**src/fcsm_pkg.sv**
```systemverilog
// constants, types and command codes of the flash command sequencer host
package fcsm_pkg;
    // ****************************************************************
    // command codes
    // ****************************************************************
    localparam logic [7:0] CMD_READ_ARRAY = 8'hff;
    localparam logic [7:0] CMD_PROG_SETUP = 8'h40;
    localparam logic [7:0] CMD_PROG_ALT = 8'h10;
    localparam logic [7:0] CMD_ERASE_SETUP = 8'h20;
    localparam logic [7:0] CMD_CONFIRM = 8'hd0;
    localparam logic [7:0] CMD_SUSPEND = 8'hb0;
    localparam logic [7:0] CMD_READ_STATUS = 8'h70;
    localparam logic [7:0] CMD_CLEAR_STATUS = 8'h50;
    localparam logic [7:0] CMD_READ_ID = 8'h90;
    localparam int READY_BIT_POS = 7;

    // ****************************************************************
    // timing
    // ****************************************************************
    localparam int CLK_NS = 8;
    localparam int T_WP_NS = 60;
    localparam int T_WPH_NS = 10;
    localparam int T_READ_NS = 80;
    localparam int SYNC_CYCLES = 2;
    localparam int WP_CYCLES = (T_WP_NS + CLK_NS - 1) / CLK_NS;
    localparam int WPH_CYCLES = (T_WPH_NS + CLK_NS - 1) / CLK_NS;
    localparam int READ_CYCLES = (T_READ_NS + CLK_NS - 1) / CLK_NS
        + SYNC_CYCLES;
    localparam int CNT_W = 5;

    // ****************************************************************
    // types
    // ****************************************************************
    typedef enum logic [3:0] {
        OP_READ = 4'h0, OP_READ_ARRAY = 4'h1, OP_PROGRAM = 4'h2,
        OP_ERASE = 4'h3, OP_SUSPEND = 4'h4, OP_RESUME = 4'h5,
        OP_READ_STATUS = 4'h6, OP_CLEAR_STATUS = 4'h7,
        OP_READ_ID = 4'h8, OP_POLL = 4'h9
    } fcsm_op_type;

    typedef enum logic [3:0] {
        DEV_ARRAY = 4'h0, DEV_PROG_SETUP = 4'h1, DEV_PROG_BUSY = 4'h3,
        DEV_PROG_DONE = 4'h2, DEV_ERASE_SETUP = 4'h6,
        DEV_ERASE_ERR = 4'h7, DEV_ERASE_BUSY = 4'h5,
        DEV_ERASE_DONE = 4'h4, DEV_SUSP_STATUS = 4'hc,
        DEV_SUSP_ARRAY = 4'hd, DEV_STATUS = 4'hf, DEV_ID = 4'he
    } fcsm_dev_type;

    typedef enum logic [1:0] {
        KIND_ARRAY = 2'h0, KIND_STATUS = 2'h1, KIND_ID = 2'h2
    } fcsm_kind_type;

    typedef enum logic [2:0] {
        S_IDLE = 3'b000, S_WLOW = 3'b001, S_WHIGH = 3'b011,
        S_RLOW = 3'b010, S_RDONE = 3'b110
    } fcsm_bus_type;

    typedef struct packed {
        fcsm_op_type op;
        logic [19:0] addr;
        logic [7:0] data;
    } fcsm_req_type;

    typedef struct packed {
        logic [7:0] data;
        fcsm_kind_type kind;
    } fcsm_resp_type;

    typedef struct packed {
        logic [19:0] addr;
        logic [7:0] dq_out;
        logic dq_oe;
        logic ce_n;
        logic we_n;
        logic oe_n;
    } fcsm_pins_type;

    localparam fcsm_pins_type PINS_IDLE = '{addr: 20'h00000,
        dq_out: 8'h00, dq_oe: 1'b0, ce_n: 1'b1, we_n: 1'b1, oe_n: 1'b1};
endpackage

```
**src/fcsm_host.sv**
```systemverilog
// host controller that sequences commands into the flash command port
`timescale 1ns/1ns
module fcsm_host (
    input wire logic clk,
    input wire logic srst,
    input wire logic req_valid,
    input wire fcsm_pkg::fcsm_req_type req,
    output fcsm_pkg::fcsm_req_type req_echo_unused,
    output logic req_ready,
    output logic resp_valid,
    output fcsm_pkg::fcsm_resp_type resp,
    output fcsm_pkg::fcsm_dev_type dev_state,
    output logic machine_ready_bit,
    output fcsm_pkg::fcsm_pins_type pins,
    input wire logic [7:0] dq_in
);
    import fcsm_pkg::*;

    // ****************************************************************
    // mirror of the device command state machine
    // ****************************************************************
    function automatic fcsm_dev_type dev_next(fcsm_dev_type cur,
                                              logic [7:0] cmd);
        fcsm_dev_type nxt;
        nxt = DEV_ARRAY;
        unique case (cur)
            DEV_PROG_SETUP: nxt = DEV_PROG_BUSY;
            DEV_PROG_BUSY: nxt = DEV_PROG_BUSY;
            DEV_ERASE_SETUP: begin
                if (cmd == CMD_CONFIRM) begin
                    nxt = DEV_ERASE_BUSY;
                end else begin
                    nxt = DEV_ERASE_ERR;
                end
            end
            DEV_ERASE_BUSY: begin
                if (cmd == CMD_SUSPEND) begin
                    nxt = DEV_SUSP_STATUS;
                end else begin
                    nxt = DEV_ERASE_BUSY;
                end
            end
            DEV_SUSP_STATUS, DEV_SUSP_ARRAY: begin
                // program setup and read id codes leave the suspend state untouched
                if (cmd == CMD_CONFIRM) begin
                    nxt = DEV_ERASE_BUSY;
                end else if (cmd == CMD_READ_STATUS) begin
                    nxt = DEV_SUSP_STATUS;
                end else if (cmd == CMD_PROG_SETUP || cmd == CMD_PROG_ALT
                             || cmd == CMD_READ_ID) begin
                    nxt = cur;
                end else begin
                    nxt = DEV_SUSP_ARRAY;
                end
            end
            default: begin
                // array read, done, error, status and id all decode alike
                if (cmd == CMD_PROG_SETUP || cmd == CMD_PROG_ALT) begin
                    nxt = DEV_PROG_SETUP;
                end else if (cmd == CMD_ERASE_SETUP) begin
                    nxt = DEV_ERASE_SETUP;
                end else if (cmd == CMD_READ_STATUS) begin
                    nxt = DEV_STATUS;
                end else if (cmd == CMD_READ_ID) begin
                    nxt = DEV_ID;
                end else begin
                    nxt = DEV_ARRAY;
                end
            end
        endcase
        return nxt;
    endfunction

    function automatic fcsm_kind_type dev_kind(fcsm_dev_type cur);
        if (cur == DEV_ARRAY || cur == DEV_SUSP_ARRAY) begin
            return KIND_ARRAY;
        end else if (cur == DEV_ID) begin
            return KIND_ID;
        end
        return KIND_STATUS;
    endfunction

    // ****************************************************************
    // three-stage input synchroniser on the data pins
    // ****************************************************************
    logic [7:0] dq_s1;
    logic [7:0] dq_s2;
    logic [7:0] dq_s3;
    logic [7:0] dq_stable;

    always_ff @(posedge clk) begin
        dq_s1 <= dq_in;
        dq_s2 <= dq_s1;
        dq_s3 <= dq_s2;
    end

    genvar gi;
    generate
        for (gi = 0; gi < 8; gi++) begin : g_sync
            always_ff @(posedge clk) begin
                if (srst) begin
                    dq_stable[gi] <= 1'b0;
                end else if (dq_s2[gi] == dq_s3[gi]) begin
                    dq_stable[gi] <= dq_s3[gi];
                end
            end
        end
    endgenerate

    // ****************************************************************
    // bus sequencer
    // ****************************************************************
    fcsm_bus_type bstate;
    fcsm_bus_type next_bstate;
    logic [CNT_W-1:0] count;
    logic [CNT_W-1:0] next_count;
    logic [7:0] second;
    logic [7:0] next_second;
    logic second_pend;
    logic next_second_pend;
    logic polling;
    logic next_polling;
    fcsm_pins_type next_pins;
    fcsm_dev_type next_dev_state;
    logic next_req_ready;
    logic next_resp_valid;
    fcsm_resp_type next_resp;
    logic next_machine_ready_bit;

    always_comb begin
        next_bstate = bstate;
        next_count = count;
        next_second = second;
        next_second_pend = second_pend;
        next_polling = polling;
        next_pins = pins;
        next_dev_state = dev_state;
        next_req_ready = 1'b0;
        next_resp_valid = 1'b0;
        next_resp = resp;
        next_machine_ready_bit = machine_ready_bit;
        unique case (bstate)
            S_IDLE: begin
                next_req_ready = 1'b1;
                if (req_valid && req_ready) begin
                    next_req_ready = 1'b0;
                    next_pins.addr = req.addr;
                    next_pins.ce_n = 1'b0;
                    next_second_pend = 1'b0;
                    next_polling = 1'b0;
                    if (req.op == OP_READ || req.op == OP_POLL) begin
                        // polling keeps reading while status reads show the ready bit clear
                        next_polling = (req.op == OP_POLL);
                        next_pins.oe_n = 1'b0;
                        next_pins.dq_oe = 1'b0;
                        next_count = CNT_W'(READ_CYCLES - 1);
                        next_bstate = S_RLOW;
                    end else begin
                        next_pins.we_n = 1'b0;
                        next_pins.dq_oe = 1'b1;
                        next_count = CNT_W'(WP_CYCLES - 1);
                        next_bstate = S_WLOW;
                        unique case (req.op)
                            OP_PROGRAM: begin
                                next_pins.dq_out = CMD_PROG_SETUP;
                                next_second = req.data;
                                next_second_pend = 1'b1;
                            end
                            OP_ERASE: begin
                                next_pins.dq_out = CMD_ERASE_SETUP;
                                next_second = CMD_CONFIRM;
                                next_second_pend = 1'b1;
                            end
                            OP_SUSPEND: next_pins.dq_out = CMD_SUSPEND;
                            OP_RESUME: next_pins.dq_out = CMD_CONFIRM;
                            OP_READ_STATUS:
                                next_pins.dq_out = CMD_READ_STATUS;
                            OP_CLEAR_STATUS:
                                next_pins.dq_out = CMD_CLEAR_STATUS;
                            OP_READ_ID: next_pins.dq_out = CMD_READ_ID;
                            default: next_pins.dq_out = CMD_READ_ARRAY;
                        endcase
                    end
                end
            end
            S_WLOW: begin
                if (count == '0) begin
                    // the device latches the command on the rising strobe
                    next_pins.we_n = 1'b1;
                    next_pins.ce_n = 1'b1;
                    next_dev_state = dev_next(dev_state, pins.dq_out);
                    if (next_dev_state == DEV_PROG_BUSY
                        || next_dev_state == DEV_ERASE_BUSY) begin
                        next_machine_ready_bit = 1'b0;
                    end else begin
                        next_machine_ready_bit = 1'b1;
                    end
                    next_count = CNT_W'(WPH_CYCLES - 1);
                    next_bstate = S_WHIGH;
                end else begin
                    next_count = count - 1'b1;
                end
            end
            S_WHIGH: begin
                if (count == '0) begin
                    if (second_pend) begin
                        // data byte follows setup with no read between
                        next_second_pend = 1'b0;
                        next_pins.dq_out = second;
                        next_pins.we_n = 1'b0;
                        next_pins.ce_n = 1'b0;
                        next_count = CNT_W'(WP_CYCLES - 1);
                        next_bstate = S_WLOW;
                    end else begin
                        next_pins.dq_oe = 1'b0;
                        next_req_ready = 1'b1;
                        next_bstate = S_IDLE;
                    end
                end else begin
                    next_count = count - 1'b1;
                end
            end
            S_RLOW: begin
                if (count == '0) begin
                    next_pins.oe_n = 1'b1;
                    next_pins.ce_n = 1'b1;
                    next_resp.data = dq_stable;
                    next_resp.kind = dev_kind(dev_state);
                    if (next_resp.kind == KIND_STATUS) begin
                        next_machine_ready_bit = dq_stable[READY_BIT_POS];
                        if (dq_stable[READY_BIT_POS]) begin
                            if (dev_state == DEV_PROG_BUSY) begin
                                next_dev_state = DEV_PROG_DONE;
                            end else if (dev_state == DEV_ERASE_BUSY) begin
                                next_dev_state = DEV_ERASE_DONE;
                            end
                        end
                    end
                    next_count = CNT_W'(WPH_CYCLES - 1);
                    next_bstate = S_RDONE;
                end else begin
                    next_count = count - 1'b1;
                end
            end
            S_RDONE: begin
                if (count == '0) begin
                    if (polling && resp.kind == KIND_STATUS
                        && !resp.data[READY_BIT_POS]) begin
                        next_pins.ce_n = 1'b0;
                        next_pins.oe_n = 1'b0;
                        next_count = CNT_W'(READ_CYCLES - 1);
                        next_bstate = S_RLOW;
                    end else begin
                        next_polling = 1'b0;
                        next_resp_valid = 1'b1;
                        next_req_ready = 1'b1;
                        next_bstate = S_IDLE;
                    end
                end else begin
                    next_count = count - 1'b1;
                end
            end
            default: next_bstate = S_IDLE;
        endcase
    end

    always_ff @(posedge clk) begin
        if (srst) begin
            bstate <= S_IDLE;
            count <= '0;
            second <= 8'h00;
            second_pend <= 1'b0;
            polling <= 1'b0;
            pins <= PINS_IDLE;
            dev_state <= DEV_ARRAY;
            req_ready <= 1'b0;
            resp_valid <= 1'b0;
            resp <= '{data: 8'h00, kind: KIND_ARRAY};
            machine_ready_bit <= 1'b1;
            req_echo_unused <= '0;
        end else begin
            bstate <= next_bstate;
            count <= next_count;
            second <= next_second;
            second_pend <= next_second_pend;
            polling <= next_polling;
            pins <= next_pins;
            dev_state <= next_dev_state;
            req_ready <= next_req_ready;
            resp_valid <= next_resp_valid;
            resp <= next_resp;
            machine_ready_bit <= next_machine_ready_bit;
            req_echo_unused <= req;
        end
    end
endmodule

```
**config.mk**
```make
export PLATFORM = sky130hd
export DESIGN_NAME = fcsm_host
export DESIGN_NICKNAME = d
export VERILOG_FILES = /design/src/fcsm_pkg.sv /design/src/fcsm_host.sv
export SDC_FILE = /design/constraint.sdc
export NUM_CORES = 1
export LEC_CHECK = 0
export ABC_AREA = 1
export BUFFER_PORTS_ARGS = -buffer_cell sky130_fd_sc_hd__buf_2
export CORE_ASPECT_RATIO = 1.75
export CORE_MARGIN = 3
export CORE_UTILIZATION = 40
export CTS_CLUSTER_SIZE = 20
export DETAILED_ROUTE_END_ITERATION = 10
export PLACE_DENSITY = 0.61
export SLEW_MARGIN = 20
export SYNTH_ARGS = -nofsm -noshare
export SYNTH_HDL_FRONTEND = slang
export SYNTH_SLANG_ARGS = --single-unit
```
**constraint.sdc**
```tcl
create_clock -name clk -period 4.5 [get_ports clk]
set_clock_uncertainty 0.05 [all_clocks]
set_input_delay 0.45 -clock clk [delete_from_list [all_inputs] [get_ports clk]]
set_output_delay 0.45 -clock clk [all_outputs]
set_load 0.05 [all_outputs]
```
Word-level counts from Yosys, hierarchy flattened
Cells that the tools add are included.

Flip-flop bits (word level): 131. Input bits: 43.

Add/sub/neg operators: 1. Eq/ne operators: 54. Mux-type cells: 85. Bitwise operators: 2. Reductions and logical operators: 40.

Operators with widths (count): 4-bit 2-to-1 mux (17); 8-bit case mux with 7 select lines (1); 5-bit 2-to-1 mux (6); 1-bit 2-to-1 mux (29); 4-bit by 3-bit == test with 1-bit output, second input constant (7); 2-bit != test, second input constant (13); 8-bit == test, second input constant (3); 4-bit == test, second input constant (5); 2-bit 2-to-1 mux (10); 5-bit case mux with 4 select lines (1); 4-bit AND reduction (5); 9-bit case mux with 2 select lines (1); 6-bit AND reduction (3); 4-bit by 2-bit == test with 1-bit output, second input constant (4); 8-bit by 7-bit == test with 1-bit output, second input constant (2); 8-bit 2-to-1 mux (2); 4-bit case mux with 4 select lines (1); 8-bit case mux with 2 select lines (1); 3-bit 2-to-1 mux (5); 3-bit case mux with 5 select lines (1); 12-bit 2-to-1 mux (1); 11-bit 2-to-1 mux (1); 5-bit AND reduction (2); 2-bit OR reduction (5); 28 further kinds (56).

Depth between registers and ports, before layout
Gate-level depths: netlist of run 1.

Word-level depth: 14. Gate-level depth with buffers: 13. Depth with buffers taken out: 13.

Worst setup path after synthesis of run 1
OpenSTA, ideal clock, no wires.

Path kind: register to register. Start point: reg resp[0] (netlist name). End point: reg count[2]. Setup time: 0.117 ns. Arrival time: 1.566 ns. Data required time: 4.333 ns. Path slack: 2.767 ns. Stages on the path, launching flop included: 10. Period minus slack after synthesis: 1.733 ns. Path through: dfxtp_1 nand2_1 nor3_1 inv_1 nand3_2 nand3_2 nor2_2 inv_2 nor3_1 nor2_1.

Word-level cells in the longest chain between the ends: 5.

Ends and longest elaborated chain: start: declaration (line fcsm_host.sv:11) `output fcsm_pkg::fcsm_resp_type resp,`; start signal: assignment (line fcsm_host.sv:278) `resp <= '{data: 8'h00, kind: KIND_ARRAY};`; start signal: assignment (line fcsm_host.sv:291) `resp <= next_resp;`; 2-bit by 1-bit == test with 1-bit output (line fcsm_host.sv:247) `if (polling && resp.kind == KIND_STATUS`; 1-bit logical AND (line fcsm_host.sv:247); 1-bit logical AND (line fcsm_host.sv:248) `&& !resp.data[READY_BIT_POS]) begin`; 3-bit != test (no source line); 4-bit AND reduction (no source line); end signal: assignment (line fcsm_host.sv:283) `count <= next_count;`; end: declaration (line fcsm_host.sv:115) `logic [CNT_W-1:0] count;`.

No other way between the ends. A chain may end at the register's enable or synchronous reset.

Final worst setup path of run 1
Start point: reg bstate[2]. End point: reg second[7].

Word-level cells in the longest chain between the ends: 2.

Ends and longest elaborated chain: start: declaration (line fcsm_host.sv:113) `fcsm_bus_type bstate;`; start signal: assignment (line fcsm_host.sv:282) `bstate <= next_bstate;`; 3-bit logical NOT (line fcsm_host.sv:142) `unique case (bstate)`; 4-bit AND reduction (no source line); end signal: assignment (line fcsm_host.sv:284) `second <= next_second;`; end: declaration (line fcsm_host.sv:117) `logic [7:0] second;`.

No other way between the ends.

==> impl_metrics.yaml, run 1 <==
die:
  core_um2: 11700
  die_y_um: 152
  io_pins: 124
  die_area_um2: 13500
  start_util_pct: 41.4
  die_w_um: 89.2
  num_rows: 52
layout:
  fin_area_um2: 6120
  final_cells: 874
  mostFrequentLayoutCells: "131 x dfxtp_1, 123 x buf_2, 98 x nor2_1, 72 x nand2_1, 64 x inv_1"
  syn_to_final_growth_pct: 26.3
  final_common_cell: "dfxtp_1"
  drive_gt1_share_pct: 25.6
  fin_nets: 769
clock_tree:
  clkTransAtPathRegs_ns: 0.06
  clock_latency_ns: 0.41
  hold_buffers: 0
  cts_made_buffers: 17
  root_buffer: "clkbuf_16"
  cts_resized: 0
  clk_path_buf_depth: 2
  clock-sinks: 131
  cts_tree: "yes"
  htreeDepth: 4
  postCtsSetupBuffers: 0
route:
  via_count: 4289
  route.detailed.drc: 0
  firstDrtPassIters: 5
  viasPerCell: 4.91
  routed_wl_um: 11900
  drt-wirelength-per-cell_um: 13.7
  antenna_left: 0
  drtIter0Drc: 145
logic_synthesis:
  syn_inst: 603
  ys.flop_type: "dfxtp_1"
  syn_avg_cell_area_um2: 8.04
  synth.top_cell.area_share_pct: 54.1
  syn_area_um2: 4850
  async_flop_share_pct: 0
  yosysSeqAreaShare_pct: 54.1
  ys_ff_latch: 131
  syn_nets: 647
  synthTopCellsByArea: "dfxtp_1 54%, nor2_1 7.6%, o21ai_0 6.5%"
  ys_types: 40
  yosys_warnings: 0
  netlist.top_cell.by_area: "dfxtp_1"
  synth-edff-count: 0
global_route:
  overflow: 0
  grt_pass1_vias: 4145
  antenna_found_initial: 1
  grt_pass1_wl_um: 19200
  grt_max_degree: 61
  grt_use_total_pct: 18.5
flow_run:
  cap_violations: 0
status:
  status: "finished, final reports clean"
timing:
  slew_viol_final: 0
  post-route-min-period_ns: 2.14
  tns_ns: 0
  tightest_slew_ns: 0.801
  final-setup-viol-count: 0
  final_hold_viol_count: 0
  relSlewSlack_pct: 46.5
  rsz0062_at_grt: "false"
  finalCritPeriodShare_pct: 47.6
  clock.fmax_mhz: 467
placement:
  place_congestion: 0.887
  dp_cells: 841
  portBuffers: 123
  dpl_cell_area_um2: 5540
  dp_hpwl_um: 8750
power:
  vdd_drop_max_uv: 452
  powerDensity_nw_per_um2: 684
  p_leak_nw: 2.99
  totalPowerFinal_w: 0.00419
critical_path:
  critPathRequiredTime_ns: 4.78
  cp_cell_sequence: "nor2_1 > nand2_2 > nor2_4 > nand2_2 > inv_1 > o21ai_0 > a31oi_1"
  path_delay_family: "simple AND/OR/NAND/NOR gates"
  slowest_delay_ns: 0.62
  start_kind: "register"
  cp_max_fo: 43
  critPathKind: "reg2reg"
  worstSetupEndpointType: "register"
  critPathBufInv: 1
  cp_data_arrival_time_ns: 2.42
  critPathSlowestCell: "nor2_4"
  crit_top_cell: "nand2_2"
worst_hold_path:
  hp-class: "in2reg"
## registers in the layout, indices dropped and copies added (netlist names), 8 cells and up
signal and cells:
pins 32, resp 10, dq_s2 8, dq_s3 8
req_echo_unused 32, second 8, dq_stable 8, dq_s1 8
## per-stage QoR
step                hold WS [ns]  util (%)  setup WS (ns)
floorplan                  0.260         -           2.77
global placement           0.260      47.3           2.41
detailed placement         0.263      47.3           2.30
CTS                       0.0781      52.2           2.38
global route              0.0732      52.3           2.08
finish                    0.0936      52.3           2.36
## worst paths after layout
| path | from | end | slack (ns) | depth (start not counted) |
|---|---|---|---|---|
| setup reg to reg | bstate[2]$_SDFFE_PP0P_ | second[7]$_SDFFE_PP0P_ | 2.36 | 7 |
| hold reg to reg | dq_s1[6]$_DFF_P_ | dq_s2[6]$_DFF_P_ | 0.27 | 0 |
| hold / removal | dq_in[3] | dq_s1[3]$_DFF_P_ | 0.09 | 1 |
| setup / recovery | bstate[2]$_SDFFE_PP0P_ | second[7]$_SDFFE_PP0P_ | 2.36 | 7 |
## layer usage
metal  part of all wire [%]  GRT usage [%]  routed length, um
met4                    2.8           8.64                336
met2                     56           34.0               6630
met3                    3.6           4.65                427
met5                      0              0                  0
met1                     38           18.9               4540
## where the power goes
part	internal [W]	switching, W	total (W)
registers	0.00133	0.000111	0.00144
logic	0.000358	0.00105	0.00141
clock network	0.000822	0.000514	0.00134
total	0.00251	0.00168	0.00419
## kinds of logic (layout without fill, tap and decap cells)
kind of cell / Yosys count / count (layout) / synth area share, %
and+or+nand+nor: 221 / 221 / 20.4
AOI/OAI and AO/OA: 152 / 152 / 16.7
DFF: 131 / 131 / 54.1
buffers and inverters: 96 / 231 / 8.13
xor gates and xnor gates: 2 / 2 / 0.361
adders and majority gates: 1 / 1 / 0.258
other: 0 / 1 / 0
## cell usage after synthesis (4+ instances only)
master / count
o211ai_1: 4
nand3_1: 17
inv_1: 64
o21ai_1: 9
nand4_1: 9
nand3_2: 5
nand2_2: 5
a21oi_1: 61
o21ai_0: 63
clkbuf_1: 10
inv_2: 7
dfxtp_1: 131
nand2_1: 72
nor2_1: 98
buf_1: 6
a31oi_1: 7
## cell type report
class | instances | area (um2)
clock inverters | 14 | 154
clock buffers | 18 | 429
multi-input cells | 376 | 1830
well taps | 135 | 169
flip-flops and latches | 131 | 2620
repair buffers | 125 | 631
inverters | 74 | 283
diodes | 1 | 2.50
fillers | 1147 | 5590
(Power assumes the default switching activity.)
==> inputs of run 2 (changes only) <==
- clock period: 4.5 -> 2 ns (I/O delays scaled with it)
==> run 2 against run 1 <==
Critical path type unchanged; setup slack lost 2.2 ns; worst hold slack lost 0.036 ns; highest routed layer unchanged; sequential power grew 130%; clock power grew 130%; total power grew 130%; flip-flop and latch count is the same; die area is the same.
==> impl_metrics.yaml, run 2 (same netlist as run 1, synthesis figures left out) <==
critical_path:
  r2r_setup_slack_ns: 0.16
  start_kind: "register"
  cp_data_arrival_time_ns: 2.07
  critPathRequiredTime_ns: 2.24
  rr_endpoint: "pins[7]$_SDFFE_PP0P_"
  worstSetupEndpointType: "register"
  r2r-start: "count[1]$_SDFFE_PP0P_"
  critPathKind: "reg2reg"
  cp_max_fo: 12
  reg2reg_depth: 11
die:
  die_w_um: 89.2
  io_pins: 124
  die_y_um: 152
  num_rows: 52
  core_um2: 11700
  die_area_um2: 13500
  start_util_pct: 41.4
route:
  firstDrtPassIters: 5
  drtIter0Drc: 184
  routed_wl_um: 12600
  antenna_left: 0
  route.detailed.drc: 0
  drt-wirelength-per-cell_um: 13.7
  via_count: 4511
  viasPerCell: 4.90
timing:
  tightest_slew_ns: 0.518
  clock.fmax_mhz: 545
  finalCritPeriodShare_pct: 91.8
  holdWs_ns: 0.0579
  tns_ns: 0
  relSlewSlack_pct: 65.5
  final_hold_viol_count: 0
  slew_viol_final: 0
  final-setup-viol-count: 0
  post-route-min-period_ns: 1.84
  rsz0062_at_grt: "false"
global_route:
  grt_pass1_wl_um: 21000
  grt_max_degree: 48
  grt_use_total_pct: 19.9
  antenna_found_initial: 1
  grt_pass1_vias: 4534
  overflow: 0
clock_tree:
  clock_latency_ns: 0.41
  cts_tree: "yes"
  clk_path_buf_depth: 2
  cts_made_buffers: 17
  clock-sinks: 131
  root_buffer: "clkbuf_16"
  clkTransAtPathRegs_ns: 0.06
  htreeDepth: 4
layout:
  syn_to_final_growth_pct: 36.1
  mostFrequentLayoutCells: "131 x dfxtp_1, 123 x buf_2, 98 x nor2_1, 72 x nand2_1, 64 x inv_1"
  fin_nets: 815
  top_regs: "pins x32, req_echo_unused x32, resp x10"
  final_common_cell: "dfxtp_1"
  drive_gt1_share_pct: 25.3
worst_hold_path:
  hp-class: "in2reg"
  worstHoldStart: "req[29]"
  hold_end: "req_echo_unused[29]$_SDFF_PP0_"
  hold_depth: 3
placement:
  place_congestion: 0.826
  dp_hpwl_um: 8820
  portBuffers: 123
flow_run:
  cap_violations: 0
status:
  status: "finished, final reports clean"
power:
  totalPowerFinal_w: 0.00963
  vdd_drop_max_uv: 761
  p_leak_nw: 3.20
  powerDensity_nw_per_um2: 1460
run 2: cell types whose count changed in the layout (fill, tap and decap cells not counted):
cell / before / now
buf_4: 2 / 9
ha_1: 1 / 0
o21ai_2: 2 / 1
dlygate4sd3_1: 0 / 38
ha_2: 0 / 1
inv_4: 2 / 3
o21ai_4: 0 / 1
clkinv_2: 2 / 1
inv_2: 7 / 6
buf_12: 0 / 1
clkbuf_8: 0 / 1
run 2: how the worst max path moves through the flow:
stage | start | to | slack (ns) | depth (start not counted)
2_1_floorplan | resp[0]$_SDFFE_PP0P_ | count[2]$_SDFFE_PP0P_ | 0.27 | 9
3_3_place_gp | count[1]$_SDFFE_PP0P_ | pins[6]$_SDFFE_PP0P_ | 0.23 | 11
3_5_place_dp | count[1]$_SDFFE_PP0P_ | pins[7]$_SDFFE_PP0P_ | 0.11 | 11
4_1_cts | count[1]$_SDFFE_PP0P_ | pins[7]$_SDFFE_PP0P_ | 0.11 | 11
5_1_grt | count[1]$_SDFFE_PP0P_ | pins[4]$_SDFFE_PP0P_ | 0.005 | 11
6_report | count[1]$_SDFFE_PP0P_ | pins[7]$_SDFFE_PP0P_ | 0.16 | 11
run 2: per-stage QoR:
| stage | setup WS [ns] | std cells | instance area (um2) | util, % |
|---|---|---|---|---|
| 2_1_floorplan | 0.267 | 603 | 4850 | - |
| 3_3_place_gp | 0.229 | 846 | 5590 | 47.7 |
| 3_5_place_dp | 0.108 | 846 | 5590 | 47.7 |
| 4_1_cts | 0.113 | 916 | 6560 | 56.0 |
| 5_1_grt | 0.00513 | 920 | 6600 | 56.3 |
| 6_report | 0.165 | 920 | 6600 | 56.3 |
run 2: area by class of cell:
type | instances | area (um2)
clock inverter | 13 | 149
tap | 135 | 169
timing repair buffer | 171 | 1080
sequential | 131 | 2620
fill | 1074 | 5120
clock buffer | 19 | 443
inverter | 74 | 285
antenna | 1 | 2.50
multi-input combinational | 376 | 1840
run 2: where the power goes:
group / switching, W / internal [W] / total, W
Clock: 0.00118 / 0.00189 / 0.00307
Combinational: 0.00240 / 0.000909 / 0.00331
Sequential: 0.000254 / 0.00300 / 0.00325
Total: 0.00384 / 0.00579 / 0.00963
run 2: layer usage:
metal / routed length (um) / GRT usage (%)
met5: 0 / 0
met4: 319 / 9.02
met3: 495 / 6.06
met2: 6920 / 36.2
met1: 4880 / 20.4
run 2: what timing repair did:
action,4_1_cts,5_1_grt
buffers inserted,0,3
endpoints found under the hold margin,58,0
hold buffers,38,0
resized for setup,0,3
setup endpoints to repair,0,5
run 2: critical path: stages, from the launching register on:
cell     delay, ns
dfxtp_1       0.30
inv_1         0.10
ha_2          0.22
nand2_2       0.08
nor2_4        0.11
nand2_4       0.14
o21ai_4       0.17
nand3_2       0.14
inv_4         0.13
o21ai_0       0.09
inv_1         0.11
a21oi_1       0.07
==> inputs of run 3 (changes only) <==
- ABC_AREA: 1 -> default
- BUFFER_PORTS_ARGS: -buffer_cell sky130_fd_sc_hd__buf_2 -> default
- DONT_BUFFER_PORTS: default -> 1
- PLACE_DENSITY: 0.61 -> 0.52
==> run 3 against run 2 <==
First-iteration DRC count fell by 26%; via count fell by 7.1%; core utilization is 1.4 points lower; clock power grew 3%; maximum frequency is 4.3% lower; highest routed layer unchanged.
==> impl_metrics.yaml, run 3 <==
clock_tree:
  clock-sinks: 131
  clock_latency_ns: 0.41
  cts_made_buffers: 17
  clkTransAtPathRegs_ns: 0.06
  root_buffer: "clkbuf_16"
  htreeDepth: 4
  cts_tree: "yes"
  clk_path_buf_depth: 2
logic_synthesis:
  yosys.area_share.simple_pct: 23.7
  synth-adder-area-share_pct: 0.445
  synth.most_common_cell: "dfxtp_1"
  synth_compound_area_share_pct: 16.8
  syn_avg_cell_area_um2: 9.16
  syn_area_um2: 5060
  yosys_warnings: 0
  syn_nets: 596
  async_flop_share_pct: 0
  synth-xor-area-share_pct: 1.90
  synth_top_family_by_area: "simple AND/OR/NAND/NOR gates"
  ys.flop_type: "dfxtp_1"
  netlist.top_cell.by_area: "dfxtp_1"
  ys_types: 69
  ys_ff_latch: 131
  synth_common_cells: "131 x dfxtp_1, 91 x nand2_1, 61 x a21oi_1"
  synthMuxAreaShare_pct: 0.594
  syn_inst: 552
  yosysSeqAreaShare_pct: 51.9
  synth-edff-count: 0
  synthTopCellsByArea: "dfxtp_1 52%, nand2_1 6.8%, a21oi_1 6.0%"
  synth.top_cell.area_share_pct: 51.9
worst_hold_path:
  hold_end: "polling$_SDFFE_PP0P_"
  worstHoldStart: "req[30]"
  hp-class: "in2reg"
  hold_depth: 3
layout:
  final_common_cell: "dfxtp_1"
  post-route-util_pct: 54.9
  drive_gt1_share_pct: 20.5
  fin_nets: 686
  fin_area_um2: 6700
  n_antenna_cell: 0
  mostFrequentLayoutCells: "121 x dfxtp_1, 90 x nand2_1, 61 x a21oi_1, 56 x dlygate4sd3_1, 49 x buf_4"
  top_regs: "pins x32, req_echo_unused x32, resp x10"
  fill_cells: 1150
  syn_to_final_growth_pct: 32.5
placement:
  portBuffers: 0
  place_congestion: 0.844
  dpl_cell_area_um2: 5430
  dp_hpwl_um: 8690
critical_path:
  r2r_setup_slack_ns: 0.08
  start_kind: "register"
  rr_endpoint: "dev_state[3]$_SDFFE_PP0P_"
  reg2reg_depth: 9
  worstSetupEndpointType: "register"
  r2r-start: "count[0]$_SDFFE_PP0P_"
  cp_data_arrival_time_ns: 2.20
  cp_max_fo: 10
  critPathRequiredTime_ns: 2.28
  critPathKind: "reg2reg"
die:
  core_um2: 12200
  die_y_um: 155
  die_w_um: 91
  num_rows: 53
  die_area_um2: 14100
  io_pins: 124
  start_util_pct: 41.4
power:
  vdd_drop_max_uv: 733
  totalPowerFinal_w: 0.00927
  p_leak_nw: 2.59
  powerDensity_nw_per_um2: 1380
global_route:
  grt_use_total_pct: 18.8
  grt_pass1_wl_um: 21200
  grt_pass1_vias: 4375
  antenna_found_initial: 0
  overflow: 0
  grt_max_degree: 87
timing:
  rsz0062_at_grt: "false"
  clock.fmax_mhz: 522
  post-route-min-period_ns: 1.92
  final_hold_viol_count: 0
  tightest_slew_ns: 0.585
  relSlewSlack_pct: 60.9
  slew_viol_final: 0
  finalCritPeriodShare_pct: 95.9
  final-setup-viol-count: 0
  tns_ns: 0
route:
  routed_wl_um: 13100
  route.detailed.drc: 0
  viasPerCell: 5.11
  drt-wirelength-per-cell_um: 15.9
  via_count: 4191
  firstDrtPassIters: 4
  antenna_left: 0
  drtIter0Drc: 137
flow_run:
  cap_violations: 0
status:
  status: "finished, final reports clean"
run 3: cell types whose count changed after synthesis, sizes merged, moves of 7 or more:
cell,delta
nor2,-61
nor3,+12
nor2b,+38
a211oi,+11
nand2,+13
clkbuf,+7
o21ai,-48
inv,-66
buf,+8
nand3,-17
nand4,-8
run 3: final cells by class:
class                      count  area (um2)  share of cell area (%)
clock buffer                  18         439                    6.55
sequential                   131        2640                    39.3
clock inverter                14         166                    2.48
inverter                       7        26.3                   0.392
timing repair buffer         108         978                    14.6
multi-input combinational    377        2250                    33.6
tap                          165         206                    3.08
run 3: power by group:
group / internal, W / leakage, nW / switching, W / total [W]
registers: 0.00291 / 1.08 / 0.000707 / 0.00361
clock network: 0.00191 / 0.294 / 0.00125 / 0.00315
logic: 0.00109 / 1.21 / 0.00141 / 0.00250
run 3: worst max-delay path by stage:
stage	from	end	slack (ns)	depth (start not counted)
finish	count[0]$_SDFFE_PP0P_	dev_state[3]$_SDFFE_PP0P_	0.08	9
global route	count[0]$_SDFFE_PP0P_	pins[6]$_SDFFE_PP0P_	0.0005	9
CTS	count[1]$_SDFFE_PP0P_	pins[10]$_SDFFE_PP0P_	0.003	9
detailed placement	count[1]$_SDFFE_PP0P_	pins[7]$_SDFFE_PP0P_	0.03	9
global placement	count[1]$_SDFFE_PP0P_	pins[4]$_SDFFE_PP0P_	0.08	9
floorplan	pins[6]$_SDFFE_PP0P_	machine_ready_bit$_SDFFE_PP1P_	0.009	6
run 3: timing repair:
action,in CTS,in global routing
gates resized for setup,6,7
gates cloned,0,0
hold endpoints to repair,115,0
pin swaps,7,3
setup buffers,2,0
hold buffers,57,0
setup endpoints to repair,5,17
run 3: worst max-delay path: stages (launching register included):
cell and delay (ns):
dfxtp_1 0.31, inv_1 0.09, ha_4 0.15, or4b_1 0.45
buf_6 0.17, nor2_4 0.13, o21ai_4 0.10, nor2_2 0.14
nand2b_1 0.07, a21oi_1 0.17
run 3: cells by family (layout without fill, tap and decap cells):
| logic type | count (synthesis) | count (layout) |
|---|---|---|
| simple gates | 229 | 229 |
| compound gates | 132 | 132 |
| flops | 131 | 131 |
| buf+inv | 44 | 147 |
| xor+xnor | 11 | 11 |
| mux | 3 | 3 |
| fa+ha+maj | 2 | 2 |
run 3: metal layers:
| metal | share of wire [%] | global-route usage (%) | up-vias | routed length [um] |
|---|---|---|---|---|
| met5 | 0 | 0 | - | 0 |
| met4 | 2.9 | 9.86 | 0 | 376 |
| met3 | 5.5 | 5.21 | 26 | 715 |
| met2 | 55 | 35.2 | 112 | 7170 |
| met1 | 37 | 18.3 | 1977 | 4810 |
| li1 | - | - | 2076 | - |
run 3: metrics by stage:
step / std cells / hold slack, ns / setup WS, ns
2_1_floorplan: 552 / 0.178 / 0.00850
3_3_place_gp: 729 / 0.178 / 0.0797
6_report: 820 / 0.0185 / 0.0828
4_1_cts: 820 / 0.00540 / 0.00338
3_5_place_dp: 729 / 0.178 / 0.0262
5_1_grt: 820 / 0.0242 / 0.000531
